[config.mk]
export PLATFORM = sky130hd
export DESIGN_NAME = pdc_counter
export DESIGN_NICKNAME = d
export VERILOG_FILES = /design/src/pkg/pdc_pkg.sv /design/src/pkg/pdc_pin_if.sv /design/src/hdl/pdc_sync.sv /design/src/hdl/pdc_counter.sv
export SDC_FILE = /design/constraint.sdc
export NUM_CORES = 1
export LEC_CHECK = 0
export BUFFER_PORTS_ARGS = -buffer_cell sky130_fd_sc_hd__buf_2
export CORE_ASPECT_RATIO = 0.9
export CORE_MARGIN = 4
export CORE_UTILIZATION = 43
export DETAILED_ROUTE_END_ITERATION = 8
export PLACE_DENSITY = 0.73
export SYNTH_ARGS = -nofsm -noshare
export SYNTH_HDL_FRONTEND = slang
export SYNTH_SLANG_ARGS = --single-unit
[constraint.sdc]
create_clock -name clk -period 4.26 [get_ports clk]
set_clock_uncertainty 0.2 [all_clocks]
set_input_delay 0.852 -clock clk [delete_from_list [all_inputs] [get_ports clk]]
set_output_delay 0.852 -clock clk [all_outputs]
set_load 0.01 [all_outputs]
[src/pkg/pdc_pkg.sv]
/*
  constants shared by the decade counter/latch and its pin synchroniser.
  assumes a single 100 MHz system clock; nothing here is synthesised on its own.
*/
package pdc_pkg;
  localparam int DATA_W = 4;
  // bit layout of the synchronised pin vector
  localparam int PIN_W = 8;
  localparam int PIN_DATA_LSB = 0;
  localparam int PIN_CLK1 = 4;
  localparam int PIN_CLK2 = 5;
  localparam int PIN_LOAD_N = 6;
  localparam int PIN_CLEAR_N = 7;
  // reset values
  localparam logic [PIN_W-1:0] PIN_RESET = 8'h00;
  localparam logic [DATA_W-1:0] Q_RESET = 4'h0;
  // divide-by-five stage: last state before wrap
  localparam logic [2:0] DIV5_LAST = 3'h4;
  localparam logic [2:0] DIV5_FIRST = 3'h0;
endpackage

[src/pkg/pdc_pin_if.sv]
/*
  synchronised pin levels and clock-fall pulses passed from the synchroniser
  to the counter core. one clock domain, driven by pdc_sync only.
*/
`timescale 1ns/1ns
interface pdc_pin_if;
  logic clk1_fall;
  logic clk2_fall;
  logic load_n;
  logic clear_n;
  logic [pdc_pkg::DATA_W-1:0] data;

  modport src (
    output clk1_fall,
    output clk2_fall,
    output load_n,
    output clear_n,
    output data
  );
  modport dst (
    input clk1_fall,
    input clk2_fall,
    input load_n,
    input clear_n,
    input data
  );
endinterface

[src/hdl/pdc_sync.sv]
/*
  two-flop synchroniser for every pin of the counter/latch, plus falling-edge
  detection on the two count clocks. assumes pin clocks well below half of clk.
*/
`timescale 1ns/1ns
module pdc_sync (
  // system
  input wire logic clk,
  input wire logic nrst,
  // raw pins
  input wire logic [pdc_pkg::PIN_W-1:0] pins_raw,
  // synchronised side
  pdc_pin_if.src pins
);
  logic [pdc_pkg::PIN_W-1:0] meta_reg;
  logic [pdc_pkg::PIN_W-1:0] sync_reg;
  logic [1:0] clk_prev_reg;

  ////////////////////////////////////////////////////////////////////////////
  // meta stage read only by the sync stage
  always_ff @(posedge clk) begin
    if (!nrst) begin
      meta_reg <= pdc_pkg::PIN_RESET;
      sync_reg <= pdc_pkg::PIN_RESET;
    end else begin
      meta_reg <= pins_raw;
      sync_reg <= meta_reg;
    end
  end

  always_ff @(posedge clk) begin
    if (!nrst) begin
      clk_prev_reg <= 2'h0;
    end else begin
      clk_prev_reg <= {sync_reg[pdc_pkg::PIN_CLK2], sync_reg[pdc_pkg::PIN_CLK1]};
    end
  end

  ////////////////////////////////////////////////////////////////////////////
  assign pins.clk1_fall = clk_prev_reg[0] & ~sync_reg[pdc_pkg::PIN_CLK1];
  assign pins.clk2_fall = clk_prev_reg[1] & ~sync_reg[pdc_pkg::PIN_CLK2];
  assign pins.load_n = sync_reg[pdc_pkg::PIN_LOAD_N];
  assign pins.clear_n = sync_reg[pdc_pkg::PIN_CLEAR_N];
  assign pins.data = sync_reg[pdc_pkg::PIN_DATA_LSB +: pdc_pkg::DATA_W];
endmodule

[src/hdl/pdc_counter.sv]
/*
  presettable decade counter / four-bit latch: a divide-by-two stage on
  count clock 1 (q0) and a divide-by-five stage on count clock 2 (q3..q1).
  assumes all pins come from outside clk's domain; they pass pdc_sync first,
  so every pin effect appears three clk edges after the pin moves.
*/
`timescale 1ns/1ns
//Contract
//[RULE1] four flops: divide-by-two and divide-by-five stages
//[RULE2] load low: outputs follow data, clocks ignored
//[RULE3] load high, no clock: outputs hold
//[RULE4] stages advance only on falling clock edges
//[RULE5] clear low forces all outputs low
//[RULE6] clock1 feeds div-two, clock2 feeds div-five
module pdc_counter (
  // system
  input wire logic clk,
  input wire logic nrst,
  // count clocks
  input wire logic count_clk1,
  input wire logic count_clk2,
  // control
  input wire logic load_n,
  input wire logic clear_n,
  // parallel data
  input wire logic [pdc_pkg::DATA_W-1:0] data_in,
  // outputs
  output logic [pdc_pkg::DATA_W-1:0] q_out
);
  pdc_pin_if pins ();

  logic q0_reg;
  logic q0_next;
  logic [2:0] div5_reg;
  logic [2:0] div5_next;

  ////////////////////////////////////////////////////////////////////////////
  // pin synchronisation
  pdc_sync pdc_sync_inst (
    .clk(clk),
    .nrst(nrst),
    .pins_raw({clear_n, load_n, count_clk2, count_clk1, data_in}),
    .pins(pins)
  );

  ////////////////////////////////////////////////////////////////////////////
  // next state: clear over load over count
  always_comb begin
    q0_next = q0_reg;
    div5_next = div5_reg;
    if (!pins.clear_n) begin
      q0_next = pdc_pkg::Q_RESET[0]; // [RULE5]
      div5_next = pdc_pkg::Q_RESET[3:1]; // [RULE5]
    end else if (!pins.load_n) begin
      q0_next = pins.data[0]; // [RULE2]
      div5_next = pins.data[3:1]; // [RULE2]
    end else begin
      // [RULE3] no fall pulse leaves both stages alone
      if (pins.clk1_fall) begin
        q0_next = ~q0_reg; // [RULE1] [RULE4] [RULE6]
      end
      if (pins.clk2_fall) begin
        // preset states above four wrap to zero as well
        if (div5_reg >= pdc_pkg::DIV5_LAST) begin
          div5_next = pdc_pkg::DIV5_FIRST; // [RULE1] [RULE6]
        end else begin
          div5_next = div5_reg + 3'h1; // [RULE1] [RULE4]
        end
      end
    end
  end

  always_ff @(posedge clk) begin
    if (!nrst) begin
      q0_reg <= pdc_pkg::Q_RESET[0];
    end else begin
      q0_reg <= q0_next;
    end
  end

  always_ff @(posedge clk) begin
    if (!nrst) begin
      div5_reg <= pdc_pkg::Q_RESET[3:1];
    end else begin
      div5_reg <= div5_next;
    end
  end

  assign q_out = {div5_reg, q0_reg};

  ////////////////////////////////////////////////////////////////////////////
  // checks
  property p_div2_toggle;
    @(posedge clk) disable iff (!nrst)
    (pins.clear_n && pins.load_n && pins.clk1_fall) |=> (q_out[0] != $past(q_out[0]));
  endproperty
  a_div2_toggle: assert property (p_div2_toggle) // [RULE1]
    else $error("divide-by-two stage did not toggle");

  property p_div5_wrap;
    @(posedge clk) disable iff (!nrst)
    (pins.clear_n && pins.load_n && pins.clk2_fall && q_out[3:1] == 3'h4)
      |=> (q_out[3:1] == 3'h0);
  endproperty
  a_div5_wrap: assert property (p_div5_wrap) // [RULE1]
    else $error("divide-by-five stage did not wrap after four");

  property p_div5_step;
    @(posedge clk) disable iff (!nrst)
    (pins.clear_n && pins.load_n && pins.clk2_fall && q_out[3:1] < 3'h4)
      |=> (q_out[3:1] == $past(q_out[3:1]) + 3'h1);
  endproperty
  a_div5_step: assert property (p_div5_step) // [RULE1]
    else $error("divide-by-five stage did not advance by one");

  property p_load_follow;
    @(posedge clk) disable iff (!nrst)
    (pins.clear_n && !pins.load_n) |=> (q_out == $past(pins.data));
  endproperty
  a_load_follow: assert property (p_load_follow) // [RULE2]
    else $error("outputs did not follow data while loading");

  property p_latch_hold;
    @(posedge clk) disable iff (!nrst)
    (!pins.load_n ##1 (pins.load_n && pins.clear_n && !pins.clk1_fall && !pins.clk2_fall)[*2])
      |=> (q_out == $past(q_out, 2));
  endproperty
  a_latch_hold: assert property (p_latch_hold) // [RULE3]
    else $error("latched value changed without clock activity");

  property p_no_edge_no_change;
    @(posedge clk) disable iff (!nrst)
    (pins.clear_n && pins.load_n && !pins.clk2_fall) |=> $stable(q_out[3:1]);
  endproperty
  a_no_edge_no_change: assert property (p_no_edge_no_change) // [RULE4]
    else $error("divide-by-five stage moved without a falling edge");

  property p_clear_low;
    @(posedge clk) disable iff (!nrst)
    !pins.clear_n |=> (q_out == 4'h0);
  endproperty
  a_clear_low: assert property (p_clear_low) // [RULE5]
    else $error("outputs not low while clear is asserted");

  property p_clk2_only_div5;
    @(posedge clk) disable iff (!nrst)
    (pins.clear_n && pins.load_n && !pins.clk1_fall) |=> $stable(q_out[0]);
  endproperty
  a_clk2_only_div5: assert property (p_clk2_only_div5) // [RULE6]
    else $error("divide-by-two stage moved without clock one");

  ////////////////////////////////////////////////////////////////////////////
  // priority, hold, preset wrap and fall-pulse shape
  property p_load_over_count;
    @(posedge clk) disable iff (!nrst)
    (pins.clear_n && !pins.load_n && (pins.clk1_fall || pins.clk2_fall))
      |=> (q_out == $past(pins.data));
  endproperty
  a_load_over_count: assert property (p_load_over_count) // [RULE2]
    else $error("count edge disturbed a load");

  property p_div5_high_wrap;
    @(posedge clk) disable iff (!nrst)
    (pins.clear_n && pins.load_n && pins.clk2_fall && q_out[3:1] > pdc_pkg::DIV5_LAST)
      |=> (q_out[3:1] == pdc_pkg::DIV5_FIRST);
  endproperty
  a_div5_high_wrap: assert property (p_div5_high_wrap) // [RULE1]
    else $error("preset divide-by-five state above four did not wrap");

  property p_div5_range;
    @(posedge clk) disable iff (!nrst)
    (pins.clear_n && pins.load_n && pins.clk2_fall)
      |=> (q_out[3:1] <= pdc_pkg::DIV5_LAST);
  endproperty
  a_div5_range: assert property (p_div5_range) // [RULE1]
    else $error("divide-by-five stage counted outside zero to four");

  property p_hold_no_fall;
    @(posedge clk) disable iff (!nrst)
    (pins.clear_n && pins.load_n && !pins.clk1_fall && !pins.clk2_fall)
      |=> $stable(q_out);
  endproperty
  a_hold_no_fall: assert property (p_hold_no_fall) // [RULE3]
    else $error("outputs moved with no count edge and no load");

  property p_latch_ignores_data;
    @(posedge clk) disable iff (!nrst)
    (pins.clear_n && pins.load_n && !pins.clk1_fall && !pins.clk2_fall
      && pins.data != q_out) |=> (q_out != $past(pins.data));
  endproperty
  a_latch_ignores_data: assert property (p_latch_ignores_data) // [RULE3]
    else $error("latched outputs took new data while load was high");

  property p_clear_wins;
    @(posedge clk) disable iff (!nrst)
    (!pins.clear_n && !pins.load_n)
      |=> (q_out == pdc_pkg::Q_RESET);
  endproperty
  a_clear_wins: assert property (p_clear_wins) // [RULE5]
    else $error("load won over clear");

  property p_clear_over_counts;
    @(posedge clk) disable iff (!nrst)
    (!pins.clear_n && (pins.clk1_fall || pins.clk2_fall))
      |=> (q_out == pdc_pkg::Q_RESET);
  endproperty
  a_clear_over_counts: assert property (p_clear_over_counts) // [RULE5]
    else $error("count edge moved outputs while clear was low");

  property p_reset_zero;
    @(posedge clk)
    !nrst |=> (q_out == pdc_pkg::Q_RESET);
  endproperty
  a_reset_zero: assert property (p_reset_zero)
    else $error("outputs not zero after reset");

  property p_clk1_fall_single;
    @(posedge clk) disable iff (!nrst)
    pins.clk1_fall |=> !pins.clk1_fall;
  endproperty
  a_clk1_fall_single: assert property (p_clk1_fall_single) // [RULE4]
    else $error("clock one fall pulse lasted more than one cycle");

  property p_clk2_fall_single;
    @(posedge clk) disable iff (!nrst)
    pins.clk2_fall |=> !pins.clk2_fall;
  endproperty
  a_clk2_fall_single: assert property (p_clk2_fall_single) // [RULE4]
    else $error("clock two fall pulse lasted more than one cycle");
endmodule

==> results.tsv, run 1 <==
stage	metric	value	unit
outcome	status	finished, final reports clean	
floorplan	die_y	47.5	µm
synthesis	synthesis.nets	78	
power_and_ir_drop	internal_power	0.274	mW
layout	fin_cells	102	
worst_setup_path	critPathTopFamily	flip-flops	
detailed_routing	via_count	448	
detailed_routing	routedWlPerCell	9.04	µm
synthesis	yosys.area.top_type	dfxtp_1	
timing	min_period	1.94	ns
worst_setup_path	worst-path-max-fanout	5	
hold_path	hold_path.class	reg -> reg	
detailed_routing	first_pass_iters	2	
worst_setup_path	worstPathCellList	buf_2	
clock_tree	cts_tree	done	
clock_tree	htree_levels	1	
clock_tree	numCtsBuffers	3	
worst_setup_path	cp_num_cells	1	
clock_tree	post_cts_buffers	0	
placed_design	io_buffers	13	
worst_setup_path	rr_worst_depth	5	
timing	setup_viol	0	
global_routing	grt_pass1_wl	1510	µm
detailed_routing	drt_iter0_drc	3	
synthesis	async_reset_ff_frac	0	
worst_setup_path	worst-path-buf-inv	1	
power_and_ir_drop	p_leak	0.371	nW
worst_setup_path	worst_ep_required_time	3.21	ns
global_routing	grt_usage	0.0882	
synthesis	yosysTopAreaCellShare	0.592	
layout	area_growth_syn_to_layout	14.8	%
global_routing	antenna_found_initial	0	
layout	antenna_cells	0	
floorplan	fp-row-count	13	
power_and_ir_drop	sw_frac_of_total	0.190	
synthesis	synth_cells	66	
clock_tree	cts_root_buf	clkbuf_4	
floorplan	dieWidth	51.9	µm
worst_setup_path	worst_setup_path_end_kind	primary output	
power_and_ir_drop	p_clk_frac	0.317	
placed_design	place_inst	98	
flow_run	cap_violations	0	
clock_tree	postCtsHoldBufs	0	
hold_path	worstHoldStart	pdc_sync_inst.meta_reg[5]	
clock_tree	ctsResizeCount	0	
global_routing	grt_start_max_net_pins	20	
global_routing	grt_overflow	0	
timing	hold_violations	0	
detailed_routing	ant_nets	0	
layout	fin_nets	93	
hold_path	hold_depth	1	
floorplan	die_area	2460	µm²
synthesis	yosys_most_used_dff	dfxtp_1	
synthesis	avgSynthCellArea	11.3	µm²
worst_setup_path	cp.arrival	0.89	ns
power_and_ir_drop	seqPwrFrac	0.640	
power_and_ir_drop	p_per_area	396	nW/µm²
synthesis	syn_area	744	µm²
hold_path	whs_endpoint	pdc_sync_inst.sync_reg[5]	
placed_design	finalWeightedCongestion	0.742	
synthesis	ys_types	19	
synthesis	synthTopCellsByArea	dfxtp_1, and2_1, ha_1	
layout	drive_gt1_frac	0.275	
worst_setup_path	reg2reg_to	div5_reg[1]	
detailed_routing	via_per_inst	4.39	
timing	maxSlewHeadroom	0.763	
floorplan	start_util	0.482	
power_and_ir_drop	switchingPower	0.0642	mW
worst_setup_path	r2r_slack	2.72	ns
timing	tns	0	ns
synthesis	ys_seq_area_frac	0.592	
timing	min_period_over_period	0.456	
synthesis	synth_warnings	0	
floorplan	coreArea	1550	µm²
synthesis	synth_edf_count	0	
detailed_routing	drc	0	
power_and_ir_drop	ir_drop	223	µV
worst_setup_path	path_class	reg -> out	
synthesis	synth_most_common_cell	dfxtp_1	
timing	slew_viol_final	0	
clock_tree	clock_path_buffers	2	
detailed_routing	wl	922	µm
worst_setup_path	slowest_stage	dfxtp_1	
synthesis	ys_ff_latch	22	
power_and_ir_drop	comb_power_share	0.043	
worst_setup_path	start_kind	flop	
clock_tree	clock-sinks	22	
synthesis	synthTopCellsByCount	dfxtp_1, and2_1, a211oi_1, a21oi_1, nor2_1	
floorplan	ioPinCount	14	
timing	worst_pin_slew	0.354	ns
clock_tree	clk_pin_slew	0.11	ns
worst_setup_path	timing.rr.start	div5_reg[0]	
clock_tree	clock_latency	0.30	ns
worst_setup_path	slowest_delay	0.43	ns
global_routing	grt_pass1_vias	372	
layout	fin_util	0.553	
timing	grt_setup_unrepaired	false	
timing	fmax	0.515	GHz
[cells in the final DEF (no fill, tap or decap), types with 2 or more instances in the layout]
| cell type | n |
|---|---|
| dfxtp_1 | 22 |
| a211oi_1 | 3 |
| nor2_1 | 3 |
| buf_2 | 13 |
| inv_1 | 2 |
| nor2b_1 | 2 |
| a21oi_1 | 3 |
| ha_1 | 2 |
| clkbuf_4 | 3 |
| and2_1 | 17 |
[power groups by stage]
stage          sequential (mW)  combinational (mW)  clock [mW]
6_report                 0.217              0.0146       0.107
2_1_floorplan            0.220              0.0104           0
3_3_place_gp             0.221              0.0143           0
3_5_place_dp             0.222              0.0149           0
5_1_grt                  0.218              0.0167       0.120
4_1_cts                  0.217              0.0149       0.112
[cells by family after synthesis]
family,count (synthesis),share of synthesized area
xor+xnor,1,0.0118
fa+ha+maj,2,0.0336
flops,22,0.592
buf+inv,5,0.0353
compound gates,7,0.0588
simple gates,29,0.269
[cell type report]
class,instances,area (µm²)
multi-input cells,39,278
flip-flops and latches,22,440
clock buffers,4,36.3
repair buffers,13,65.1
inverters,2,7.51
fillers,149,691
well taps,22,27.5
[stage by stage]
step | setup WS [ns] | hold WS [ns] | total power, mW | cell area (µm²)
after floorplan | 2.77 | 0.212 | 0.230 | 744
after global routing | 2.26 | 0.257 | 0.355 | 855
after global placement | 2.60 | 0.216 | 0.236 | 818
final | 2.32 | 0.243 | 0.339 | 855
after detailed placement | 2.57 | 0.219 | 0.237 | 818
after CTS | 2.29 | 0.246 | 0.344 | 855
[how the worst max path moves through the flow]
stage                start          end  slack (ns)
2_1_floorplan  div5_reg[0]  div5_reg[1]        2.77
3_3_place_gp          nrst       q0_reg        2.60
3_5_place_dp          nrst  div5_reg[0]        2.57
4_1_cts        div5_reg[0]     q_out[1]        2.29
5_1_grt        div5_reg[0]     q_out[1]        2.26
6_report       div5_reg[0]     q_out[1]        2.32
[routing by layer]
metal  vias up  share of wire  track usage
met1       190           0.44       0.0971
met4         0          0.027       0.0628
met3         3          0.099       0.0312
li1        239              -            -
met5         -              0            0
met2        16           0.43        0.145
No activity file was read; power rests on OpenSTA's default activity.
==> run 2: changes to the inputs <==
--- a/config.mk
+++ b/config.mk
@@ -5,6 +5,7 @@
 export SDC_FILE = /design/constraint.sdc
 export NUM_CORES = 1
 export LEC_CHECK = 0
+export ABC_AREA = 1
 export BUFFER_PORTS_ARGS = -buffer_cell sky130_fd_sc_hd__buf_2
 export CORE_ASPECT_RATIO = 0.9
 export CORE_MARGIN = 4
==> constraint.sdc (replaced) <==
create_clock -name clk -period 1.9 [get_ports clk]
set_clock_uncertainty 0.2 [all_clocks]
set_input_delay 0.38 -clock clk [delete_from_list [all_inputs] [get_ports clk]]
set_output_delay 0.38 -clock clk [all_outputs]
set_load 0.01 [all_outputs]
==> run 2 against run 1 <==
  * Power up 130%
  * Critical endpoint unchanged
  * Worst setup slack worse by 1.9 ns
  * Sequential share of layout area down 2.2 points
  * Global-route usage increased by 1.1 points
  * Via count up 21%
  * Largest cell class unchanged
  * Count of clock-buffer cells in the layout is the same
  * Critical path type unchanged
  * Final area rose by 4.5%
  * Final cell count rose by 37%
  * Register-to-register slack worse by 2.1 ns
==> results.tsv, run 2 <==
stage	metric	value	unit	change
clock_tree	postCtsHoldBufs	0		unchanged
synthesis	ys_seq_area_frac	0.553		-0.0381
floorplan	die_y	48.8	µm	+2.8%
timing	maxSlewHeadroom	0.788		+0.0247
worst_setup_path	crit_path_end	q_out[1]		
worst_setup_path	slowest_delay	0.42	ns	about the same
worst_setup_path	cp_num_cells	1		unchanged
layout	antenna_cells	0		unchanged
clock_tree	ctsResizeCount	0		unchanged
synthesis	yosys_most_used_dff	dfxtp_1		
synthesis	synth_cells	103		+56%
power_and_ir_drop	p_per_area	856	nW/µm²	+120%
timing	min_period_over_period	0.764		
global_routing	grt_pass1_wl	1860	µm	+23%
floorplan	coreArea	1720	µm²	+11%
detailed_routing	drc	0		unchanged
layout	fin_cells	140		+37%
timing	hold_violations	0		unchanged
placed_design	finalWeightedCongestion	0.682		-8.1%
detailed_routing	via_per_inst	3.86		-12%
synthesis	synth_edf_count	0		unchanged
synthesis	yosys.area.top_type	dfxtp_1		
placed_design	place_inst	136		+39%
flow_run	cap_violations	0		unchanged
timing	worst_pin_slew	0.318	ns	-0.0366 ns
placed_design	io_buffers	13		unchanged
detailed_routing	via_count	541		+21%
worst_setup_path	worstSetupStartpoint	div5_reg[0]		
timing	setup_viol	0		unchanged
synthesis	synth_warnings	0		unchanged
worst_setup_path	worst-path-buf-inv	1		unchanged
synthesis	ys_ff_latch	22		unchanged
global_routing	grt_usage	0.0994		+0.0112
detailed_routing	routedWlPerCell	7.24	µm	-20%
detailed_routing	drt_iter0_drc	8		+5
synthesis	async_reset_ff_frac	0		unchanged
timing	fmax	0.689	GHz	
clock_tree	htree_levels	1		unchanged
synthesis	yosysTopAreaCellShare	0.553		-0.0381
timing	grt_setup_unrepaired	false		
global_routing	grt_overflow	0		unchanged
worst_setup_path	cp.arrival	0.87	ns	-0.02 ns
detailed_routing	first_pass_iters	4		+2
worst_setup_path	r2r_slack	0.59	ns	-2.13 ns
clock_tree	clock-sinks	22		unchanged
floorplan	dieWidth	53.3	µm	+2.9%
layout	fin_util	0.520		-0.0326
worst_setup_path	slowest_stage	dfxtp_1		
clock_tree	cts_tree	done		
synthesis	synthTopCellsByCount	nand2_1, inv_1, dfxtp_1		
floorplan	fp-row-count	14		+1
worst_setup_path	worst_ep_required_time	1.32	ns	-1.89 ns
synthesis	synthesis.nets	115		+47%
clock_tree	post_cts_buffers	0		unchanged
clock_tree	clock_latency	0.29	ns	about the same
layout	fin_nets	129		+39%
synthesis	avgSynthCellArea	7.73	µm²	-32%
timing	slew_viol_final	0		unchanged
placed_design	dp_slack	0.614	ns	-1.95 ns
clock_tree	cts_root_buf	clkbuf_4		
timing	min_period	1.45	ns	
clock_tree	clk_pin_slew	0.11	ns	about the same
clock_tree	numCtsBuffers	3		unchanged
hold_path	hold_path.class	in -> reg		
clock_tree	clock_path_buffers	2		unchanged
worst_setup_path	reg2reg_to	div5_reg[1]		
global_routing	antenna_found_initial	0		unchanged
worst_setup_path	rr_worst_depth	6		+1
worst_setup_path	start_kind	flop		
worst_setup_path	path_class	reg -> out		
timing	tns	0	ns	unchanged
detailed_routing	ant_nets	0		unchanged
layout	mostFrequentLayoutCell	nand2_1		
layout	drive_gt1_frac	0.164		-0.111
power_and_ir_drop	p_leak	0.541	nW	+46%
timing	setup_ws	0.448	ns	-1.87 ns
floorplan	ioPinCount	14		unchanged
layout	area_growth_syn_to_layout	12.3	%	
worst_setup_path	critPathTopFamily	flip-flops		
worst_setup_path	worstPathCellList	buf_2		
synthesis	syn_area	796	µm²	+6.9%
layout	final_cell_mix	nand2_1, inv_1, dfxtp_1		
synthesis	ys_types	12		-7
worst_setup_path	timing.rr.start	div5_reg[0]		
placed_design	hpwl	754	µm	
synthesis	synthTopCellsByArea	dfxtp_1, nand2_1, inv_1		
floorplan	start_util	0.464		-0.0182
floorplan	die_area	2600	µm²	+5.8%
worst_setup_path	worst_setup_path_end_kind	primary output		
synthesis	synth_most_common_cell	nand2_1		
worst_setup_path	worst-path-max-fanout	5		unchanged
outcome	status	finished, final reports clean		
power_and_ir_drop	ir_drop	465	µV	+110%
global_routing	grt_pass1_vias	457		+23%
detailed_routing	wl	1010	µm	+10%
global_routing	grt_start_max_net_pins	20		unchanged
run 2: stage by stage:
step | area (µm²) | hold slack (ns) | total power, mW
after floorplan | 796 | 0.190 | 0.524
after detailed placement | 857 | 0.195 | 0.533
final | 893 | 0.0548 | 0.764
after global placement | 857 | 0.197 | 0.531
after global routing | 893 | 0.0419 | 0.811
after CTS | 893 | 0.0428 | 0.776
run 2: worst reg2reg max path: stages (launching register included):
cell	delay, ns
dfxtp_1	0.42
inv_1	0.06
ha_1	0.27
nand3_1	0.07
nand2_1	0.07
nand2_1	0.04
a21oi_1	0.12
run 2: logic make-up (layout without fill, tap and decap cells):
kind of cell / after synthesis / after routing / share of synthesized area
buf+inv: 32 / 45 / 0.175
simple gates: 44 / 44 / 0.222
compound gates: 3 / 3 / 0.0189
flops: 22 / 22 / 0.553
fa+ha+maj: 2 / 2 / 0.0314
run 2: worst min-delay path by stage:
stage          slack, ns                       from                   endpoint  depth (start not counted)
2_1_floorplan       0.19  pdc_sync_inst.meta_reg[0]  pdc_sync_inst.sync_reg[0]                          2
3_3_place_gp        0.20  pdc_sync_inst.meta_reg[3]  pdc_sync_inst.sync_reg[3]                          2
3_5_place_dp        0.19  pdc_sync_inst.meta_reg[5]  pdc_sync_inst.sync_reg[5]                          2
4_1_cts             0.04                 data_in[0]  pdc_sync_inst.meta_reg[0]                          3
5_1_grt             0.04                 data_in[2]  pdc_sync_inst.meta_reg[2]                          3
6_report            0.05                 data_in[0]  pdc_sync_inst.meta_reg[0]                          3
run 2: power by group:
part	internal [mW]	leakage [nW]	total [mW]	switching (mW)
Sequential	0.479	0.181	0.486	0.00703
Combinational	0.0161	0.339	0.0364	0.0203
Clock	0.117	0.0210	0.242	0.126
Total	0.611	0.541	0.764	0.153
run 2: layer usage:
| layer | global-route usage | part of all wire | vias up | wire length (µm) |
|---|---|---|---|---|
| met5 | 0 | 0 | - | 0 |
| met3 | 0.0428 | 0.077 | 2 | 78 |
| li1 | - | - | 313 | - |
| met1 | 0.126 | 0.49 | 210 | 501 |
| met2 | 0.129 | 0.41 | 16 | 419 |
| met4 | 0.0766 | 0.015 | 0 | 15 |
run 2: final cells by class:
| type | instances | area, µm² |
|---|---|---|
| Fill cell | 191 | 823 |
| Sequential cell | 22 | 440 |
| Multi-Input combinational cell | 49 | 216 |
| Inverter | 28 | 105 |
| Timing Repair Buffer | 13 | 65.1 |
| Clock buffer | 4 | 36.3 |
| Tap cell | 24 | 30.0 |
==> run 3: changes to the inputs <==
==> constraint.sdc (replaced) <==
create_clock -name clk -period 1.35 [get_ports clk]
set_clock_uncertainty 0.2 [all_clocks]
set_input_delay 0.27 -clock clk [delete_from_list [all_inputs] [get_ports clk]]
set_output_delay 0.27 -clock clk [all_outputs]
set_load 0.01 [all_outputs]
==> run 3 against run 2 <==
  * Clock power grew 100%
  * Hold slack gained 0.076 ns
  * Global-route usage increased by 0.67 points
  * Sequential share of layout area is 4.5 points lower
  * Worst setup slack worse by 0.41 ns
  * First-iteration DRC count rose by 38%
  * Via count up 11%
  * Power is 62% higher
  * Die area did not move
  * Count of clock-buffer cells in the layout fell by 1
  * Critical path depth increased by 5
  * Largest cell class unchanged
  * Largest power group unchanged
==> results.tsv, run 3 (synthesis gave the netlist of run 2 again) <==
stage	metric	value	unit	change
worst_setup_path	start_kind	flop		
power_and_ir_drop	ir_drop	965	µV	+110%
layout	final.fill_count	181		-5.2%
worst_setup_path	r2r_slack	0.04	ns	-0.55 ns
timing	min_period	1.31	ns	
clock_tree	cts_root_buf	clkbuf_4		
clock_tree	clk_pin_slew	0.11	ns	about the same
worst_setup_path	timing.rr.start	div5_reg[0]		
timing	fmax	0.762	GHz	
detailed_routing	wl	1210	µm	+20%
outcome	status	finished, final reports clean		
layout	seq_area	447	µm²	+1.4%
hold_path	whs_endpoint	pdc_sync_inst.sync_reg[2]		
flow_run	cap_violations	0		unchanged
clock_tree	cts_tree	done		
worst_setup_path	worst_setup_path_end_kind	flop		
detailed_routing	first_pass_iters	4		unchanged
clock_tree	clock_path_buffers	2		unchanged
worst_setup_path	path_class	reg -> reg		
layout	area_growth_syn_to_layout	25.2	%	
hold_path	worstHoldStart	nrst		
clock_tree	post_cts_buffers	0		unchanged
worst_setup_path	worst-path-max-fanout	5		unchanged
clock_tree	clock_latency	0.30	ns	about the same
power_and_ir_drop	p_leak	0.583	nW	+7.8%
clock_tree	numCtsBuffers	3		unchanged
detailed_routing	routedWlPerCell	8.20	µm	+13%
timing	holdWs	0.131	ns	+0.0763 ns
layout	multi_input_area	216	µm²	unchanged
placed_design	finalWeightedCongestion	0.681		-0.13%
detailed_routing	via_count	601		+11%
floorplan	die_y	48.8	µm	unchanged
worst_setup_path	rr_worst_depth	6		unchanged
timing	maxSlewHeadroom	0.784		-0.00433
worst_setup_path	worstSetupStartpoint	div5_reg[0]		
global_routing	grt_start_max_net_pins	20		unchanged
global_routing	grt_overflow	0		unchanged
layout	final_cell_mix	nand2_1, inv_1, dfxtp_1		
worst_setup_path	reg2reg_to	div5_reg[1]		
floorplan	coreArea	1720	µm²	unchanged
floorplan	fp-row-count	14		unchanged
global_routing	grt_usage	0.106		+0.00666
power_and_ir_drop	total_power	1.24	mW	+62%
detailed_routing	drc	0		unchanged
layout	fin_nets	137		+6.2%
floorplan	ioPinCount	14		unchanged
timing	min_period_over_period	0.972		
placed_design	io_buffers	13		unchanged
global_routing	antenna_found_initial	0		unchanged
clock_tree	clock-sinks	22		unchanged
worst_setup_path	cp.arrival	1.34	ns	+0.47 ns
power_and_ir_drop	p_per_area	1240	nW/µm²	+45%
hold_path	hold_path.class	in -> reg		
hold_path	hold_depth	3		unchanged
detailed_routing	via_per_inst	4.06		+5.1%
clock_tree	htree_levels	1		unchanged
floorplan	start_util	0.464		unchanged
timing	slew_viol_final	0		unchanged
timing	worst_pin_slew	0.324	ns	+0.00605 ns
placed_design	hpwl	763	µm	+1.2%
floorplan	die_area	2600	µm²	unchanged
detailed_routing	ant_nets	0		unchanged
layout	antenna_cells	0		unchanged
layout	mostFrequentLayoutCell	nand2_1		
timing	hold_violations	0		unchanged
floorplan	dieWidth	53.3	µm	unchanged
worst_setup_path	worst_ep_required_time	1.38	ns	+0.06 ns
timing	setup_viol	0		unchanged
global_routing	grt_pass1_wl	1930	µm	+3.3%
detailed_routing	drt_iter0_drc	11		+3
global_routing	grt_pass1_vias	461		+0.88%
layout	drive_gt1_frac	0.177		+0.0136
run 3: changes by cell type in the layout (fill, tap and decap cells not counted):
cell / change
dfxtp_1: -3
bufinv_16: +1
dfxtp_4: +1
dlygate4sd3_1: +8
dfxtp_2: +2
clkbuf_8: -1
run 3: where the power goes:
part           total, mW  switching (mW)  leakage, nW  internal [mW]
clock network      0.485           0.185       0.0279          0.300
logic             0.0704          0.0326        0.373         0.0378
registers          0.682         0.00992        0.183          0.672
run 3: worst max-delay path by stage:
stage	to	slack, ns	cells after the start
CTS	q_out[3]	0.01	1
global placement	div5_reg[1]	0.13	6
detailed placement	div5_reg[1]	0.05	6
finish	div5_reg[1]	0.04	6
global route	div5_reg[1]	-0.02	6
floorplan	div5_reg[1]	0.08	6
run 3: final cells by class:
| cell class | count | share of cell area |
|---|---|---|
| sequential | 22 | 0.448 |
| multi-input combinational | 49 | 0.217 |
| timing repair buffer | 21 | 0.146 |
| inverter | 28 | 0.106 |
| clock inverter | 1 | 0.0302 |
| tap | 24 | 0.0302 |
| clock buffer | 3 | 0.0226 |
run 3: routing by layer:
layer / vias to the layer above / global-route usage / share of wire
li1: 331 / - / -
met3: 4 / 0.0642 / 0.082
met1: 240 / 0.118 / 0.43
met2: 26 / 0.157 / 0.47
met4: 0 / 0.0511 / 0.015
met5: - / 0 / 0
run 3: repair_timing:
action | 4_1_cts | 5_1_grt
endpoints found under the setup margin | 2 | 3
hold buffers | 8 | 0
endpoints found under the hold margin | 8 | 0
cloned | 0 | 0
gates resized for setup | 1 | 3
run 3: stage by stage:
| stage | util | setup TNS [ns] | setup slack (ns) | std cells | instance area [µm²] |
|---|---|---|---|---|---|
| after floorplan | - | 0 | 0.0822 | 103 | 796 |
| after global placement | 0.499 | 0 | 0.127 | 136 | 857 |
| after detailed placement | 0.499 | 0 | 0.0466 | 136 | 857 |
| after CTS | 0.577 | 0 | 0.0150 | 148 | 991 |
| after global routing | 0.580 | -0.0154 | -0.0154 | 148 | 996 |
| final | 0.580 | 0 | 0.0382 | 148 | 996 |
run 3: worst max-delay path: stages (launching register included):
cell and delay [ns]:
dfxtp_4 0.38, inv_1 0.04, ha_1 0.28, nand3_1 0.08, nand2_1 0.07, nand2_1 0.05, a21oi_1 0.13
